--- src/verilog/lt_ctrl_pkg.sv ---
// package: register map, field layout and types for link-training control
package lt_ctrl_pkg;
   // word index 0x4D0 is a multiple of four, byte address is 4x index
   localparam logic [11:0] CTRL_INDEX = 12'h4D0;
   localparam logic [13:0] CTRL_ADDR = {CTRL_INDEX, 2'b00};
   // field positions
   localparam int TRAIN_EN_BIT = 0;
   localparam int HYST_LSB = 12;
   localparam int INIT_DIS_BIT = 15;
   localparam int LP_OVR_BIT = 16;
   localparam int LOC_OVR_BIT = 17;
   localparam int MAIN_TAP_BIT = 18;
   localparam int DFE_BYP_BIT = 19;
   localparam int FRZ_LSB = 20;
   // reset values of the fields, then freeze codes and bus encodings
   localparam logic TRAIN_EN_RST = 1'b1;
   localparam logic [2:0] HYST_RST = 3'h5;
   localparam logic INIT_DIS_RST = 1'b0;
   localparam logic LP_OVR_RST = 1'b0;
   localparam logic LOC_OVR_RST = 1'b0;
   localparam logic MAIN_TAP_RST = 1'b0;
   localparam logic DFE_BYP_SIM_RST = 1'b1;
   localparam logic DFE_BYP_HW_RST = 1'b0;
   localparam logic [1:0] FRZ_RST = 2'h1;
   localparam logic [1:0] FRZ_NONE = 2'h0;
   localparam logic [1:0] FRZ_ALL = 2'h1;
   localparam logic [1:0] HTRANS_NONSEQ = 2'h2;
   localparam logic [2:0] HSIZE_WORD = 3'h2;

   // decoded controls handed to the training engine
   typedef struct packed {
      logic trainEnable;
      logic [7:0] errHysteresis;
      logic keepPmaOnFail;
      logic partnerCoefFromSw;
      logic localCoefFromSw;
      logic mainTapTrain;
      logic dfeAdaptive;
      logic dfeFreezeAll;
   } eq_ctrl_t;
endpackage

--- src/verilog/hyst_decode.sv ---
// hysteresis code to error-count threshold decoder
`timescale 1ns/1ps
module hyst_decode
(
   input wire logic [2:0] code, // 3-bit hysteresis code
   output logic [7:0] count     // decoded threshold
);
   // 000 gives 0, otherwise 2 to the power of code
   always_comb
   begin
      if (code == 3'h0)
         count = 8'h00;
      else
         count = 8'h01 << code;
   end
endmodule

--- src/verilog/link_training_eq_control.sv ---
// AHB-Lite control register for link-training equalisation
`timescale 1ns/1ps
module link_training_eq_control
#(
   parameter bit SIMULATION = 1'b0 // selects the DFE bypass reset value
)
(
   input wire logic clock,                  // 10 MHz clock
   input wire logic rst,                    // async reset, active high
   input wire logic hsel,                   // slave select
   input wire logic [31:0] haddr,           // byte address
   input wire logic [1:0] htrans,           // transfer type
   input wire logic hwrite,                 // write when high
   input wire logic [2:0] hsize,            // transfer size
   input wire logic [31:0] hwdata,          // write data
   input wire logic hready,                 // bus ready in
   output logic [31:0] hrdata,              // read data
   output logic hreadyout,                  // always ready
   output logic hresp,                      // always OKAY
   output lt_ctrl_pkg::eq_ctrl_t eqCtrl     // decoded controls
);
   logic [31:0] ctrlReg;
   logic wrPending;
   logic [7:0] hystCount;
   logic addrHit;
   logic [31:0] ctrlReset;

   // reset word of the control register, built from the field defaults
   localparam logic [31:0] RESET_WORD =
      (32'(lt_ctrl_pkg::TRAIN_EN_RST) << lt_ctrl_pkg::TRAIN_EN_BIT)
      | (32'(lt_ctrl_pkg::HYST_RST) << lt_ctrl_pkg::HYST_LSB)
      | (32'(lt_ctrl_pkg::INIT_DIS_RST) << lt_ctrl_pkg::INIT_DIS_BIT)
      | (32'(lt_ctrl_pkg::LP_OVR_RST) << lt_ctrl_pkg::LP_OVR_BIT)
      | (32'(lt_ctrl_pkg::LOC_OVR_RST) << lt_ctrl_pkg::LOC_OVR_BIT)
      | (32'(lt_ctrl_pkg::MAIN_TAP_RST) << lt_ctrl_pkg::MAIN_TAP_BIT)
      | (32'(SIMULATION ? lt_ctrl_pkg::DFE_BYP_SIM_RST
         : lt_ctrl_pkg::DFE_BYP_HW_RST) << lt_ctrl_pkg::DFE_BYP_BIT)
      | (32'(lt_ctrl_pkg::FRZ_RST) << lt_ctrl_pkg::FRZ_LSB);

   assign addrHit = hsel && hready && htrans == lt_ctrl_pkg::HTRANS_NONSEQ
      && haddr[13:0] == lt_ctrl_pkg::CTRL_ADDR && haddr[31:14] == 18'h0;

   // reset image of the register
   always_comb
   begin
      ctrlReset = 32'h0000_0000;
      ctrlReset[lt_ctrl_pkg::TRAIN_EN_BIT] = lt_ctrl_pkg::TRAIN_EN_RST;
      ctrlReset[lt_ctrl_pkg::HYST_LSB +: 3] = lt_ctrl_pkg::HYST_RST;
      ctrlReset[lt_ctrl_pkg::INIT_DIS_BIT] = lt_ctrl_pkg::INIT_DIS_RST;
      ctrlReset[lt_ctrl_pkg::LP_OVR_BIT] = lt_ctrl_pkg::LP_OVR_RST;
      ctrlReset[lt_ctrl_pkg::LOC_OVR_BIT] = lt_ctrl_pkg::LOC_OVR_RST;
      ctrlReset[lt_ctrl_pkg::MAIN_TAP_BIT] = lt_ctrl_pkg::MAIN_TAP_RST;
      ctrlReset[lt_ctrl_pkg::DFE_BYP_BIT] = SIMULATION ?
         lt_ctrl_pkg::DFE_BYP_SIM_RST : lt_ctrl_pkg::DFE_BYP_HW_RST;
      ctrlReset[lt_ctrl_pkg::FRZ_LSB +: 2] = lt_ctrl_pkg::FRZ_RST;
   end

   // address phase capture of a write
   always_ff @(posedge clock or posedge rst)
   begin
      if (rst)
         wrPending <= 1'b0;
      else if (hready)
         wrPending <= addrHit && hwrite;
   end

   // control register, written in the data phase
   always_ff @(posedge clock or posedge rst)
   begin
      if (rst)
         ctrlReg <= RESET_WORD;
      else if (wrPending)
         ctrlReg <= hwdata;
   end

   // read data registered at the address phase
   always_ff @(posedge clock or posedge rst)
   begin
      if (rst)
         hrdata <= 32'h0000_0000;
      else if (hready)
         hrdata <= (addrHit && !hwrite) ? ctrlReg : 32'h0000_0000;
   end

   // zero wait states, OKAY only
   always_ff @(posedge clock or posedge rst)
   begin
      if (rst)
      begin
         hreadyout <= 1'b1;
         hresp <= 1'b0;
      end
      else
      begin
         hreadyout <= 1'b1;
         hresp <= 1'b0;
      end
   end

   hyst_decode u_hyst
   (
      .code(ctrlReg[lt_ctrl_pkg::HYST_LSB +: 3]),
      .count(hystCount)
   );

   // decoded control outputs, registered
   always_ff @(posedge clock or posedge rst)
   begin
      if (rst)
         eqCtrl <= '{trainEnable: 1'b1, errHysteresis: 8'h20,
            keepPmaOnFail: 1'b0, partnerCoefFromSw: 1'b0,
            localCoefFromSw: 1'b0, mainTapTrain: 1'b0,
            dfeAdaptive: !SIMULATION, dfeFreezeAll: !SIMULATION};
      else
      begin
         // training enable
         eqCtrl.trainEnable <=
            ctrlReg[lt_ctrl_pkg::TRAIN_EN_BIT];
         eqCtrl.errHysteresis <= hystCount;
         eqCtrl.keepPmaOnFail <=
            ctrlReg[lt_ctrl_pkg::INIT_DIS_BIT];
         eqCtrl.partnerCoefFromSw <=
            ctrlReg[lt_ctrl_pkg::LP_OVR_BIT];
         eqCtrl.localCoefFromSw <=
            ctrlReg[lt_ctrl_pkg::LOC_OVR_BIT];
         eqCtrl.mainTapTrain <=
            ctrlReg[lt_ctrl_pkg::MAIN_TAP_BIT];
         eqCtrl.dfeAdaptive <=
            !ctrlReg[lt_ctrl_pkg::DFE_BYP_BIT];
         // reserved codes act as unfrozen; bypass masks the field
         eqCtrl.dfeFreezeAll <= !ctrlReg[lt_ctrl_pkg::DFE_BYP_BIT]
            && ctrlReg[lt_ctrl_pkg::FRZ_LSB +: 2]
            == lt_ctrl_pkg::FRZ_ALL;
      end
   end
endmodule

--- config.mk ---
export PLATFORM = sky130hd
export DESIGN_NAME = link_training_eq_control
export DESIGN_NICKNAME = d
export VERILOG_FILES = /design/src/verilog/lt_ctrl_pkg.sv /design/src/verilog/hyst_decode.sv /design/src/verilog/link_training_eq_control.sv
export SDC_FILE = /design/constraint.sdc
export NUM_CORES = 1
export LEC_CHECK = 0
export ABC_AREA = 1
export BUFFER_PORTS_ARGS = -buffer_cell sky130_fd_sc_hd__buf_2
export CORE_ASPECT_RATIO = 1.75
export CORE_MARGIN = 2
export CORE_UTILIZATION = 49
export DETAILED_ROUTE_END_ITERATION = 10
export PLACE_DENSITY = 0.79
export SLEW_MARGIN = 20
export SYNTH_ARGS = -nofsm -noshare
export SYNTH_HDL_FRONTEND = slang
export SYNTH_SLANG_ARGS = --single-unit
export TNS_END_PERCENT = 50
--- constraint.sdc ---
create_clock -name clock -period 2.68 [get_ports clock]
set_input_delay 0.134 -clock clock [delete_from_list [all_inputs] [get_ports clock]]
set_output_delay 0.134 -clock clock [all_outputs]
set_load 0.02 [all_outputs]
==> metrics.md, run 1 <==
| Metric | Value |
|---|---|
| Vias per std cell | `approximately 4.9` |
| Hpwl dp | `between 4000 and 5000 microns` |
| Lkg Pwr | `~0.0027 uW` |
| CTS tree | `done` |
| Post-route minimum period | `1.40 ns` |
| # hold bufs at CTS | `0` |
| Die H | `roughly 110 microns` |
| Pwr Total | `between 2000 and 3000 uW` |
| Status | `complete, but fails checks` |
| Routed len/inst | `around 13 microns` |
| Pin count of the biggest net entering global routing | `between 60 and 70` |
| Initial Utilization | `0.499` |
| Crit Path Category | `reg2reg` |
| Fmax | `just over 700 MHz` |
| Sequential element share of the synthesized area | `0.586` |
| Routed vias | `2,695` |
| Mapped Avg Cell Area | `9.59 sq um` |
| Top sig layer | `met4` |
| Layout area overhead | `26.6%` |
| Cell count after synthesis | `around 350` |
| CP startpoint kind | `flop` |
| Fin. Hold Viols | `53` |
| DRC | `0` |
| CTS buffer count | `9` |
| Setup TNS | `0 ns` |
| Final Skew | `approximately 0.0038 ns` |
| Final hold slack | `-0.0676 ns` |
| Area of the mapped netlist | `~3400 sq um` |
| DR WL met3 | `~520 microns` |
| Critical path data arrival time | `about 1.6 ns` |
| First-pass GRT wire length | `approximately 12,000 microns` |
| Max-Cap Viols | `0` |
| Finish-stage setup viols | `0` |
| Inserted Diodes | `0` |
| Least-Margin Pin Slew | `1.03 ns` |
| CP Capture Type | `flop` |
| Slew Limit Fails | `0` |
| RSZ-0062 raised after global routing | `no` |
| CP required | `between 2 and 3 ns` |
| CP Max Fanout | `14` |
| CTS Buffer Depth | `2` |
| IO Pins | `about 120` |
| PortBufs | `approximately 120` |
| Post-CTS resize count | `0` |
| GRT overflow | `0` |
| Rows | `40` |
| Type of the worst min-delay path | `in2async` |
| Worst-Skew Late Latency | `about 0.33 ns` |
| Post-Route WL | `7350 microns` |
| Vias in the first global route | `roughly 2,600` |
| Pwr Density | `around 590 nW/um^2` |
| Root Buffer | `clkbuf_16` |
| FF+latch count, synth | `79` |
| H-tree Lvls | `3` |
| Layout cell share with drive strength beyond 1 | `0.377` |
| Final Cycle Share | `0.522` |
| CTS Sinks | `between 70 and 80` |
| Gr usage total | `0.208` |
| VDD IR max | `around 0.00058 V` |
| Routed Antenna Nets | `0` |
| Initial antenna violation count | `0` |
| Cells on worst reg2reg path | `2` |
| GP Congestion | `a little over 0.8` |
| Final #Nets | `538` |
| Setup bufs post-CTS | `0` |
| Drt first pass iters | `4` |
| 1st-iter DRT viols | `140` |
| Metal2 WL | `between 3000 and 4000 microns` |
| Slew margin rel. | `0.310` |
| Clk slew on worst S/H paths | `~0.060 ns` |
| Core region area | `6810 sq um` |
| WL met1 | `2710 microns` |
| Synth unique cells | `19` |
| Chip width | `about 67 microns` |
| Die area | `7630 sq um` |
| Synth Warn # | `0` |
| Failing checks | `negative hold slack` |
final cells by class:
| class | count | area [sq um] |
|---|---|---|
| fill | 567 | 2510 |
| sequential | 79 | 1990 |
| multi-input combinational | 209 | 1110 |
| timing repair buffer | 121 | 618 |
| clock buffer | 13 | 270 |
| inverter | 44 | 168 |
| tap | 84 | 105 |
| clock inverter | 3 | 40.0 |
routing by layer:
layer	vias up	global-route usage
li1	1331	-
met5	-	0
met4	0	0.118
met1	1236	0.219
met3	18	0.0629
met2	110	0.359
power by group:
| group | internal, uW | switching (uW) | total (uW) |
|---|---|---|---|
| Combinational | 44.7 | 71.8 | 117 |
| Clock | 794 | 442 | 1240 |
| Sequential | 1190 | 0.000000305 | 1190 |
cells in the final DEF, fill, tap and decap left out, types with 2 or more instances in the layout:
cell	synthesis	routed
mux2_2	27	27
nor3_1	9	9
buf_4	4	5
conb_1	2	3
nor2_1	15	15
nand2_1	112	112
inv_1	43	42
dfrtp_1	71	71
buf_2	10	116
o21ai_0	5	5
clkbuf_8	0	3
dfstp_2	8	8
clkinv_2	0	2
nand4_1	34	34
clkbuf_16	0	9
stage by stage:
step | area (sq um) | instances | hold WS [ns] | setup WS, ns | util
global route | 4300 | 553 | 0.00479 | 1.21 | 0.631
global placement | 3990 | 537 | 0.349 | 1.10 | 0.585
CTS | 4300 | 553 | 0.00300 | 1.28 | 0.631
finish | 4300 | 553 | -0.0676 | 1.28 | 0.631
detailed placement | 3990 | 537 | 0.355 | 1.05 | 0.585
floorplan | 3400 | 355 | 0.248 | 0.536 | -
state kept, by name (all words and copies together), names as in the netlist:
name	cells
wrPending	1
eqCtrl	14
hrdata	32
ctrlReg	32
critical path: stages, from the launching register on:
cell     delay (ns)
dfrtp_1        0.62
buf_4          0.30
mux2_2         0.36
cells by family (layout without fill, tap and decap cells):
kind of cell / after synthesis / in the layout / synth area share
simple gates: 174 / 174 / 0.226
flops: 79 / 79 / 0.586
buf+inv: 67 / 181 / 0.0889
mux: 27 / 27 / 0.0896
compound gates: 5 / 5 / 0.00737
other cells: 2 / 3 / 0.00221
cell usage after synthesis:
cell	count	area (sq um)
buf_6	3	33.8
clkbuf_1	6	22.5
nand4_1	34	213
nor2_2	1	6.26
dfstp_2	8	210
buf_4	4	30.0
nand2_2	1	6.26
nor3_2	1	10.0
nor3_1	9	45.0
conb_1	2	7.51
mux2_2	27	304
nor2_1	15	56.3
nand2_1	112	420
buf_2	10	50.1
dfrtp_1	71	1780
inv_1	43	161
inv_2	1	3.75
nor2_4	1	11.3
o21ai_0	5	25.0
path summary, 6_finish.rpt:
kind                       startpoint     endpoint  slack, ns
max                         wrPending  ctrlReg[24]       1.28
min                               rst    eqCtrl[5]      -0.07
max reg2reg                 wrPending  ctrlReg[24]       1.28
min reg2reg                ctrlReg[0]   eqCtrl[14]       0.38
max in group asynchronous         rst  ctrlReg[30]       2.02
min in group clock         hwdata[14]  ctrlReg[14]       0.01
Power figures use the tool's default switching activity.
==> run 2: changes to the inputs <==
--- a/config.mk
+++ b/config.mk
@@ -9,9 +9,9 @@
 export BUFFER_PORTS_ARGS = -buffer_cell sky130_fd_sc_hd__buf_2
 export CORE_ASPECT_RATIO = 1.75
 export CORE_MARGIN = 2
-export CORE_UTILIZATION = 49
+export CORE_UTILIZATION = 44
 export DETAILED_ROUTE_END_ITERATION = 10
-export PLACE_DENSITY = 0.79
+export PLACE_DENSITY = 0.75
 export SLEW_MARGIN = 20
 export SYNTH_ARGS = -nofsm -noshare
 export SYNTH_HDL_FRONTEND = slang
==> constraint.sdc (replaced) <==
create_clock -name clock -period 1.13 [get_ports clock]
set_input_delay 0.0565 -clock clock [delete_from_list [all_inputs] [get_ports clock]]
set_output_delay 0.0565 -clock clock [all_outputs]
set_load 0.02 [all_outputs]
==> run 2 against run 1 <==
Against the previous run:
- largest power group unchanged
- combinational power rose to 3.3 times the previous value
- fmax up 31%
- clock skew up 0.0019 ns
- the run now ends clean
- first-iteration DRC count up 41%
- cell area up 10%
- sequential power up 140%
==> metrics.md, run 2 (synthesized netlist as in run 1, its figures left out) <==
| Metric | Value |
|---|---|
| Final hold slack | `0.278 ns (+0.346 ns)` |
| Share of power burned in the clock network | `0.477 (-0.008)` |
| Inserted Diodes | `0 (unchanged)` |
| Die H | `120 microns (+5.3%)` |
| Root Buffer | `clkbuf_16` |
| Vias in the first global route | `2,861 (+9.2%)` |
| Layout area overhead | `39.8%` |
| R2R setup slack | `0.07 ns (-1.22 ns)` |
| Crit Path Category | `reg2reg` |
| Sequential Power Share | `0.461 (-0.008)` |
| Chip width | `70.4 microns (+5.2%)` |
| Place WS | `0.00614 ns (-1.05 ns)` |
| Pin count of the biggest net entering global routing | `80 (+27%)` |
| Routed len/inst | `13.3 microns (-0.12%)` |
| Layout cell share with drive strength beyond 1 | `0.360 (-0.0172)` |
| Most common cell after layout, fill and taps aside | `buf_2` |
| CP max-delay cell | `dfrtp_2` |
| Switching pwr | `1240 uW (+140%)` |
| Regs by FF count | `ctrlReg x32, hrdata x32, eqCtrl x14` |
| Slew Limit Fails | `0 (unchanged)` |
| Fin. Hold Viols | `0 (-100%)` |
| Hold-critical path depth | `7` |
| Number of filler cells placed in the layout | `629 (+11%)` |
| Post-Route WL | `7910 microns (+7.7%)` |
| Post-route minimum period | `1.06 ns (-0.334 ns)` |
| DRC | `0 (unchanged)` |
| Gr usage total | `0.197 (-0.0109)` |
| Final Util | `0.631 (about the same)` |
| Worst-Skew Late Latency | `0.33 ns (about the same)` |
| Fmax | `940 MHz (+31%)` |
| Hpwl dp | `5110 microns (+3.0%)` |
| Lkg Pwr | `0.00285 uW (+6.6%)` |
| Worst hold start | `haddr[30]` |
| Routed vias | `2,878 (+6.8%)` |
| Logic gate share of total power | `0.063 (+0.017)` |
| 1st-iter DRT viols | `197 (+41%)` |
| Rows | `42 (+5.0%)` |
| H-tree Lvls | `3 (unchanged)` |
| Finish-stage setup viols | `0 (unchanged)` |
| IO Pins | `123 (unchanged)` |
| RR Startpoint | `wrPending` |
| Reg2reg end | `ctrlReg[15]` |
| Status | `completed` |
| Routed Antenna Nets | `0 (unchanged)` |
| Switching share of power | `0.201 (-0.000658)` |
| CP peak stage delay | `0.41 ns (-0.21 ns)` |
| Clk slew on worst S/H paths | `0.06 ns (about the same)` |
| Hold path endpoint | `hrdata[24]` |
| Setup bufs post-CTS | `0 (unchanged)` |
| Pwr Density | `1300 nW/um^2 (+120%)` |
| Max-Cap Viols | `0 (unchanged)` |
| CTS tree | `done` |
| GP Congestion | `0.774 (-4.4%)` |
| Final Cycle Share | `0.942 (+0.420)` |
| CP Max Fanout | `26 (+12)` |
| Type of the worst min-delay path | `in2reg` |
| Critical path data arrival time | `1.28 ns (-0.34 ns)` |
| CP startpoint kind | `flop` |
| Commonest cells after routing, fill and taps aside | `116 x buf_2, 112 x nand2_1, 70 x dfrtp_1` |
| PortBufs | `116 (unchanged)` |
| Setup TNS | `0 ns (unchanged)` |
| CP Capture Type | `flop` |
| VDD IR max | `0.00162 V (+180%)` |
| GRT overflow | `0 (unchanged)` |
| Initial antenna violation count | `0 (unchanged)` |
| Final Skew | `0.00564 ns (+0.00186 ns)` |
| CTS Buffer Depth | `2 (unchanged)` |
| Die area | `8460 sq um (+11%)` |
| First-pass GRT wire length | `13,000 microns (+12%)` |
| Ordered list of cells on the worst path | `buf_12, mux2_2` |
| RSZ-0062 raised after global routing | `no` |
| Core region area | `7510 sq um (+10%)` |
| Internal | `4910 uW (+140%)` |
| CP top delay family | `flip-flops` |
| CTS Sinks | `79 (unchanged)` |
| Drt first pass iters | `4 (unchanged)` |
| Pwr Total | `6150 uW (+140%)` |
| Cells on worst reg2reg path | `2 (unchanged)` |
| CP required | `1.35 ns (-1.55 ns)` |
| Buf/Inv on CP | `1 (unchanged)` |
| Initial Utilization | `0.452 (-0.0470)` |
| Vias per std cell | `4.83 (-0.91%)` |
| CTS buffer count | `9 (unchanged)` |
| Setup slack after layout | `0.0656 ns (-1.22 ns)` |
| Final #Nets | `577 (+7.2%)` |
## run 2: cell types whose count changed in the layout (fill, tap and decap cells not counted)
cell / change
buf_12: +5
clkinvlp_4: +1
dfrtp_1: -1
dfrtp_2: +1
dlygate4sd3_1: +34
inv_4: -1
## run 2: layer usage
metal | GRT usage | wire length (microns) | up-vias
met5 | 0 | 0 | -
met4 | 0.0938 | 263 | 0
met3 | 0.0433 | 390 | 18
met2 | 0.346 | 4260 | 83
met1 | 0.225 | 2990 | 1364
li1 | - | - | 1413
## run 2: stage by stage
stage          cells  cell area (sq um)
2_1_floorplan    355               3400
3_3_place_gp     546               4090
3_5_place_dp     546               4090
4_1_cts          596               4740
5_1_grt          596               4740
6_report         596               4740
## run 2: final cells by class
cell class | instances | area [sq um] | area share
inverter | 44 | 169 | 0.0356
sequential | 79 | 1990 | 0.419
clock inverter | 3 | 40.0 | 0.00844
timing repair buffer | 160 | 1060 | 0.223
tap | 88 | 110 | 0.0232
multi-input combinational | 209 | 1110 | 0.234
clock buffer | 13 | 270 | 0.0570
## run 2: worst max-delay path by stage
stage / from / to / slack, ns / cells past startpoint
after floorplan: wrPending / ctrlReg[1] / -0.06 / 3
after global placement: wrPending / ctrlReg[11] / 0.05 / 2
after detailed placement: haddr[11] / hrdata[17] / 0.006 / 9
after CTS: wrPending / ctrlReg[15] / 0.02 / 2
after global routing: wrPending / ctrlReg[16] / 0.03 / 2
final: wrPending / ctrlReg[15] / 0.07 / 2
## run 2: worst min-delay path: stages
cell and delay, ns:
buf_2 0.07, nor2_1 0.03, nand2_1 0.06, nor2_2 0.05, buf_12 0.16, nand4_1 0.10, nand2_1 0.04
## run 2: repair_timing
action	4_1_cts	5_1_grt
hold buffers	34	0
endpoints found under the setup margin	0	16
gates resized for setup	0	1
hold endpoints to repair	104	0
## run 2: power by group through the flow
stage	logic, uW	registers [uW]	clock network [uW]
after floorplan	137	2880	0
after global placement	289	2880	0
after detailed placement	295	2880	0
after CTS	386	2830	2990
after global routing	426	2830	3120
final	385	2830	2930
==> run 3: changes to the inputs <==
==> constraint.sdc (replaced) <==
create_clock -name clock -period 1.13 [get_ports clock]
set_input_delay 0 -clock clock [delete_from_list [all_inputs] [get_ports clock]]
set_output_delay 0 -clock clock [all_outputs]
set_load 0.02 [all_outputs]
==> run 3 against run 2 <==
Against the previous run:
- cell area is 0.84% lower
- clock-buffer cell count is 1 lower
- register-to-register slack worse by 0.02 ns
- final cell count stayed put
- clock skew is 0.00084 ns lower
- critical path depth stayed put
- power is 5.0% lower
- hold slack worse by 0.048 ns
- largest power group is now registers
- highest routed layer unchanged
==> metrics.md, run 3 (synthesized netlist as in run 1, its figures left out) <==
| Metric | Value |
|---|---|
| Status | `completed` |
| Die H | `120 microns (unchanged)` |
| CTS Buffer Depth | `2 (unchanged)` |
| Most common cell after layout, fill and taps aside | `buf_2` |
| Finished Cell Area | `4700 sq um (-0.84%)` |
| PortBufs | `116 (unchanged)` |
| Lkg Pwr | `0.00283 uW (-0.45%)` |
| CP top delay family | `flip-flops` |
| CTS tree | `done` |
| VDD IR max | `0.000930 V (-43%)` |
| Setup crit end | `ctrlReg[4]` |
| CP Capture Type | `flop` |
| Pwr Density | `1240 nW/um^2 (-4.2%)` |
| CP peak stage delay | `0.40 ns (about the same)` |
| Dpl cell area | `4080 sq um (-0.31%)` |
| Hpwl dp | `5270 microns (+3.1%)` |
| Crit path depth | `2 (unchanged)` |
| Final Skew | `0.00480 ns (-0.000845 ns)` |
| Crit Path Category | `reg2reg` |
| Routed vias | `2,851 (-0.94%)` |
| Slew Limit Fails | `0 (unchanged)` |
| Ordered list of cells on the worst path | `buf_12, mux2_2` |
| Core region area | `7510 sq um (unchanged)` |
| Layout cell share with drive strength beyond 1 | `0.358 (-0.00197)` |
| Fin. Hold Viols | `0 (unchanged)` |
| Post-Route WL | `8000 microns (+1.2%)` |
| RR Startpoint | `wrPending` |
| Setup bufs post-CTS | `0 (unchanged)` |
| Gr usage total | `0.198 (+0.000919)` |
| Critical path data arrival time | `1.29 ns (about the same)` |
| Finish-stage setup viols | `0 (unchanged)` |
| Setup TNS | `0 ns (unchanged)` |
| IO Pins | `123 (unchanged)` |
| Fmax | `926 MHz (-1.4%)` |
| Root Buffer | `clkbuf_16` |
| CTS buffer count | `9 (unchanged)` |
| DRC | `0 (unchanged)` |
| CP max-delay cell | `dfrtp_1` |
| Pin count of the biggest net entering global routing | `80 (unchanged)` |
| Commonest cells after routing, fill and taps aside | `116 x buf_2, 112 x nand2_1, 71 x dfrtp_1` |
| GRT overflow | `0 (unchanged)` |
| Post-route minimum period | `1.08 ns (+0.0154 ns)` |
| Initial Utilization | `0.452 (unchanged)` |
| First-pass GRT wire length | `13,000 microns (+0.48%)` |
| R2R setup slack | `0.05 ns (-0.02 ns)` |
| CP Max Fanout | `28 (+7.7%)` |
| Initial antenna violation count | `0 (unchanged)` |
| Chip width | `70.4 microns (unchanged)` |
| Clk slew on worst S/H paths | `0.05 ns (about the same)` |
| CP required | `1.34 ns (about the same)` |
| Vias in the first global route | `2,798 (-2.2%)` |
| Buf/Inv on CP | `1 (unchanged)` |
| CP startpoint kind | `flop` |
| Worst Setup SP | `wrPending` |
| H-tree Lvls | `3 (unchanged)` |
| Routed len/inst | `13.4 microns (+1.2%)` |
| GP Congestion | `0.784 (+1.3%)` |
| RSZ-0062 raised after global routing | `no` |
| Inserted Diodes | `0 (unchanged)` |
| Vias per std cell | `4.78 (-0.94%)` |
| Die area | `8460 sq um (unchanged)` |
| Final #Nets | `577 (unchanged)` |
| Worst-Skew Late Latency | `0.33 ns (about the same)` |
| Number of filler cells placed in the layout | `647 (+2.9%)` |
| Reg2reg end | `ctrlReg[4]` |
| Max-Cap Viols | `0 (unchanged)` |
| CTS Sinks | `79 (unchanged)` |
| Layout area overhead | `38.6%` |
| Type of the worst min-delay path | `in2reg` |
| 1st-iter DRT viols | `138 (-30%)` |
| Final Cycle Share | `0.956 (+0.0136)` |
| Drt first pass iters | `4 (unchanged)` |
| Cells on worst reg2reg path | `2 (unchanged)` |
| Rows | `42 (unchanged)` |
| Regs by FF count | `ctrlReg x32, hrdata x32, eqCtrl x14` |
| Routed Antenna Nets | `0 (unchanged)` |
## run 3: cell count changes in the layout (fill, tap and decap cells not counted)
cell       delta
buf_12        -1
clkinv_2      +2
clkbuf_8      -1
dfrtp_2       -1
mux2_4        +1
mux2_2        -1
dfrtp_1       +1
bufinv_16     -1
buf_6         +1
## run 3: how the worst min path moves through the flow
stage                    start     endpoint  cells past startpoint
floorplan           hwdata[20]  ctrlReg[20]                      2
global placement           rst   hrdata[24]                      3
detailed placement         rst   hrdata[24]                      3
CTS                  haddr[30]   hrdata[24]                      7
global route         haddr[30]   hrdata[24]                      7
finish               haddr[30]   hrdata[24]                      7
## run 3: metrics by stage
stage / hold slack [ns] / total power [uW] / worst slack, ns / utilization / cells
2_1_floorplan: 0.114 / 3020 / -0.0618 / - / 355
3_3_place_gp: 0.142 / 3170 / 0.0896 / 0.543 / 546
3_5_place_dp: 0.148 / 3180 / 0.0523 / 0.543 / 546
4_1_cts: 0.223 / 5900 / 0.0482 / 0.625 / 596
5_1_grt: 0.255 / 6050 / 0.00000655 / 0.626 / 596
6_report: 0.230 / 5840 / 0.0502 / 0.626 / 596
## run 3: worst register-to-register path, delay by kind of cell (launching register included)
| family | cells | cell delay [ns] |
|---|---|---|
| flip-flops | 1 | 0.40 |
| multiplexers | 1 | 0.36 |
| buffers and inverters | 1 | 0.20 |
## run 3: area by class of cell
cell class / instances / area, sq um / area share
timing repair buffer: 160 / 1050 / 0.223
sequential: 79 / 1990 / 0.422
tap: 88 / 110 / 0.0234
clock inverter: 4 / 20.0 / 0.00426
inverter: 44 / 169 / 0.0359
clock buffer: 12 / 256 / 0.0545
multi-input combinational: 209 / 1110 / 0.236
## run 3: timing repair
| item | in CTS | in global routing |
|---|---|---|
| hold endpoints to repair | 104 | 0 |
| setup endpoints to repair | 0 | 4 |
| hold buffers | 34 | 0 |
| gates resized for setup | 0 | 2 |
## run 3: power by group
part | internal, uW | switching (uW)
clock network | 1590 | 1030
registers | 2830 | 0.000000745
logic | 197 | 189
## run 3: metal layers
| metal | vias up | track usage | wire length [microns] |
|---|---|---|---|
| li1 | 1417 | - | - |
| met1 | 1323 | 0.220 | 2990 |
| met2 | 89 | 0.344 | 4290 |
| met3 | 22 | 0.0458 | 398 |
| met4 | 0 | 0.109 | 317 |
| met5 | - | 0 | 0 |
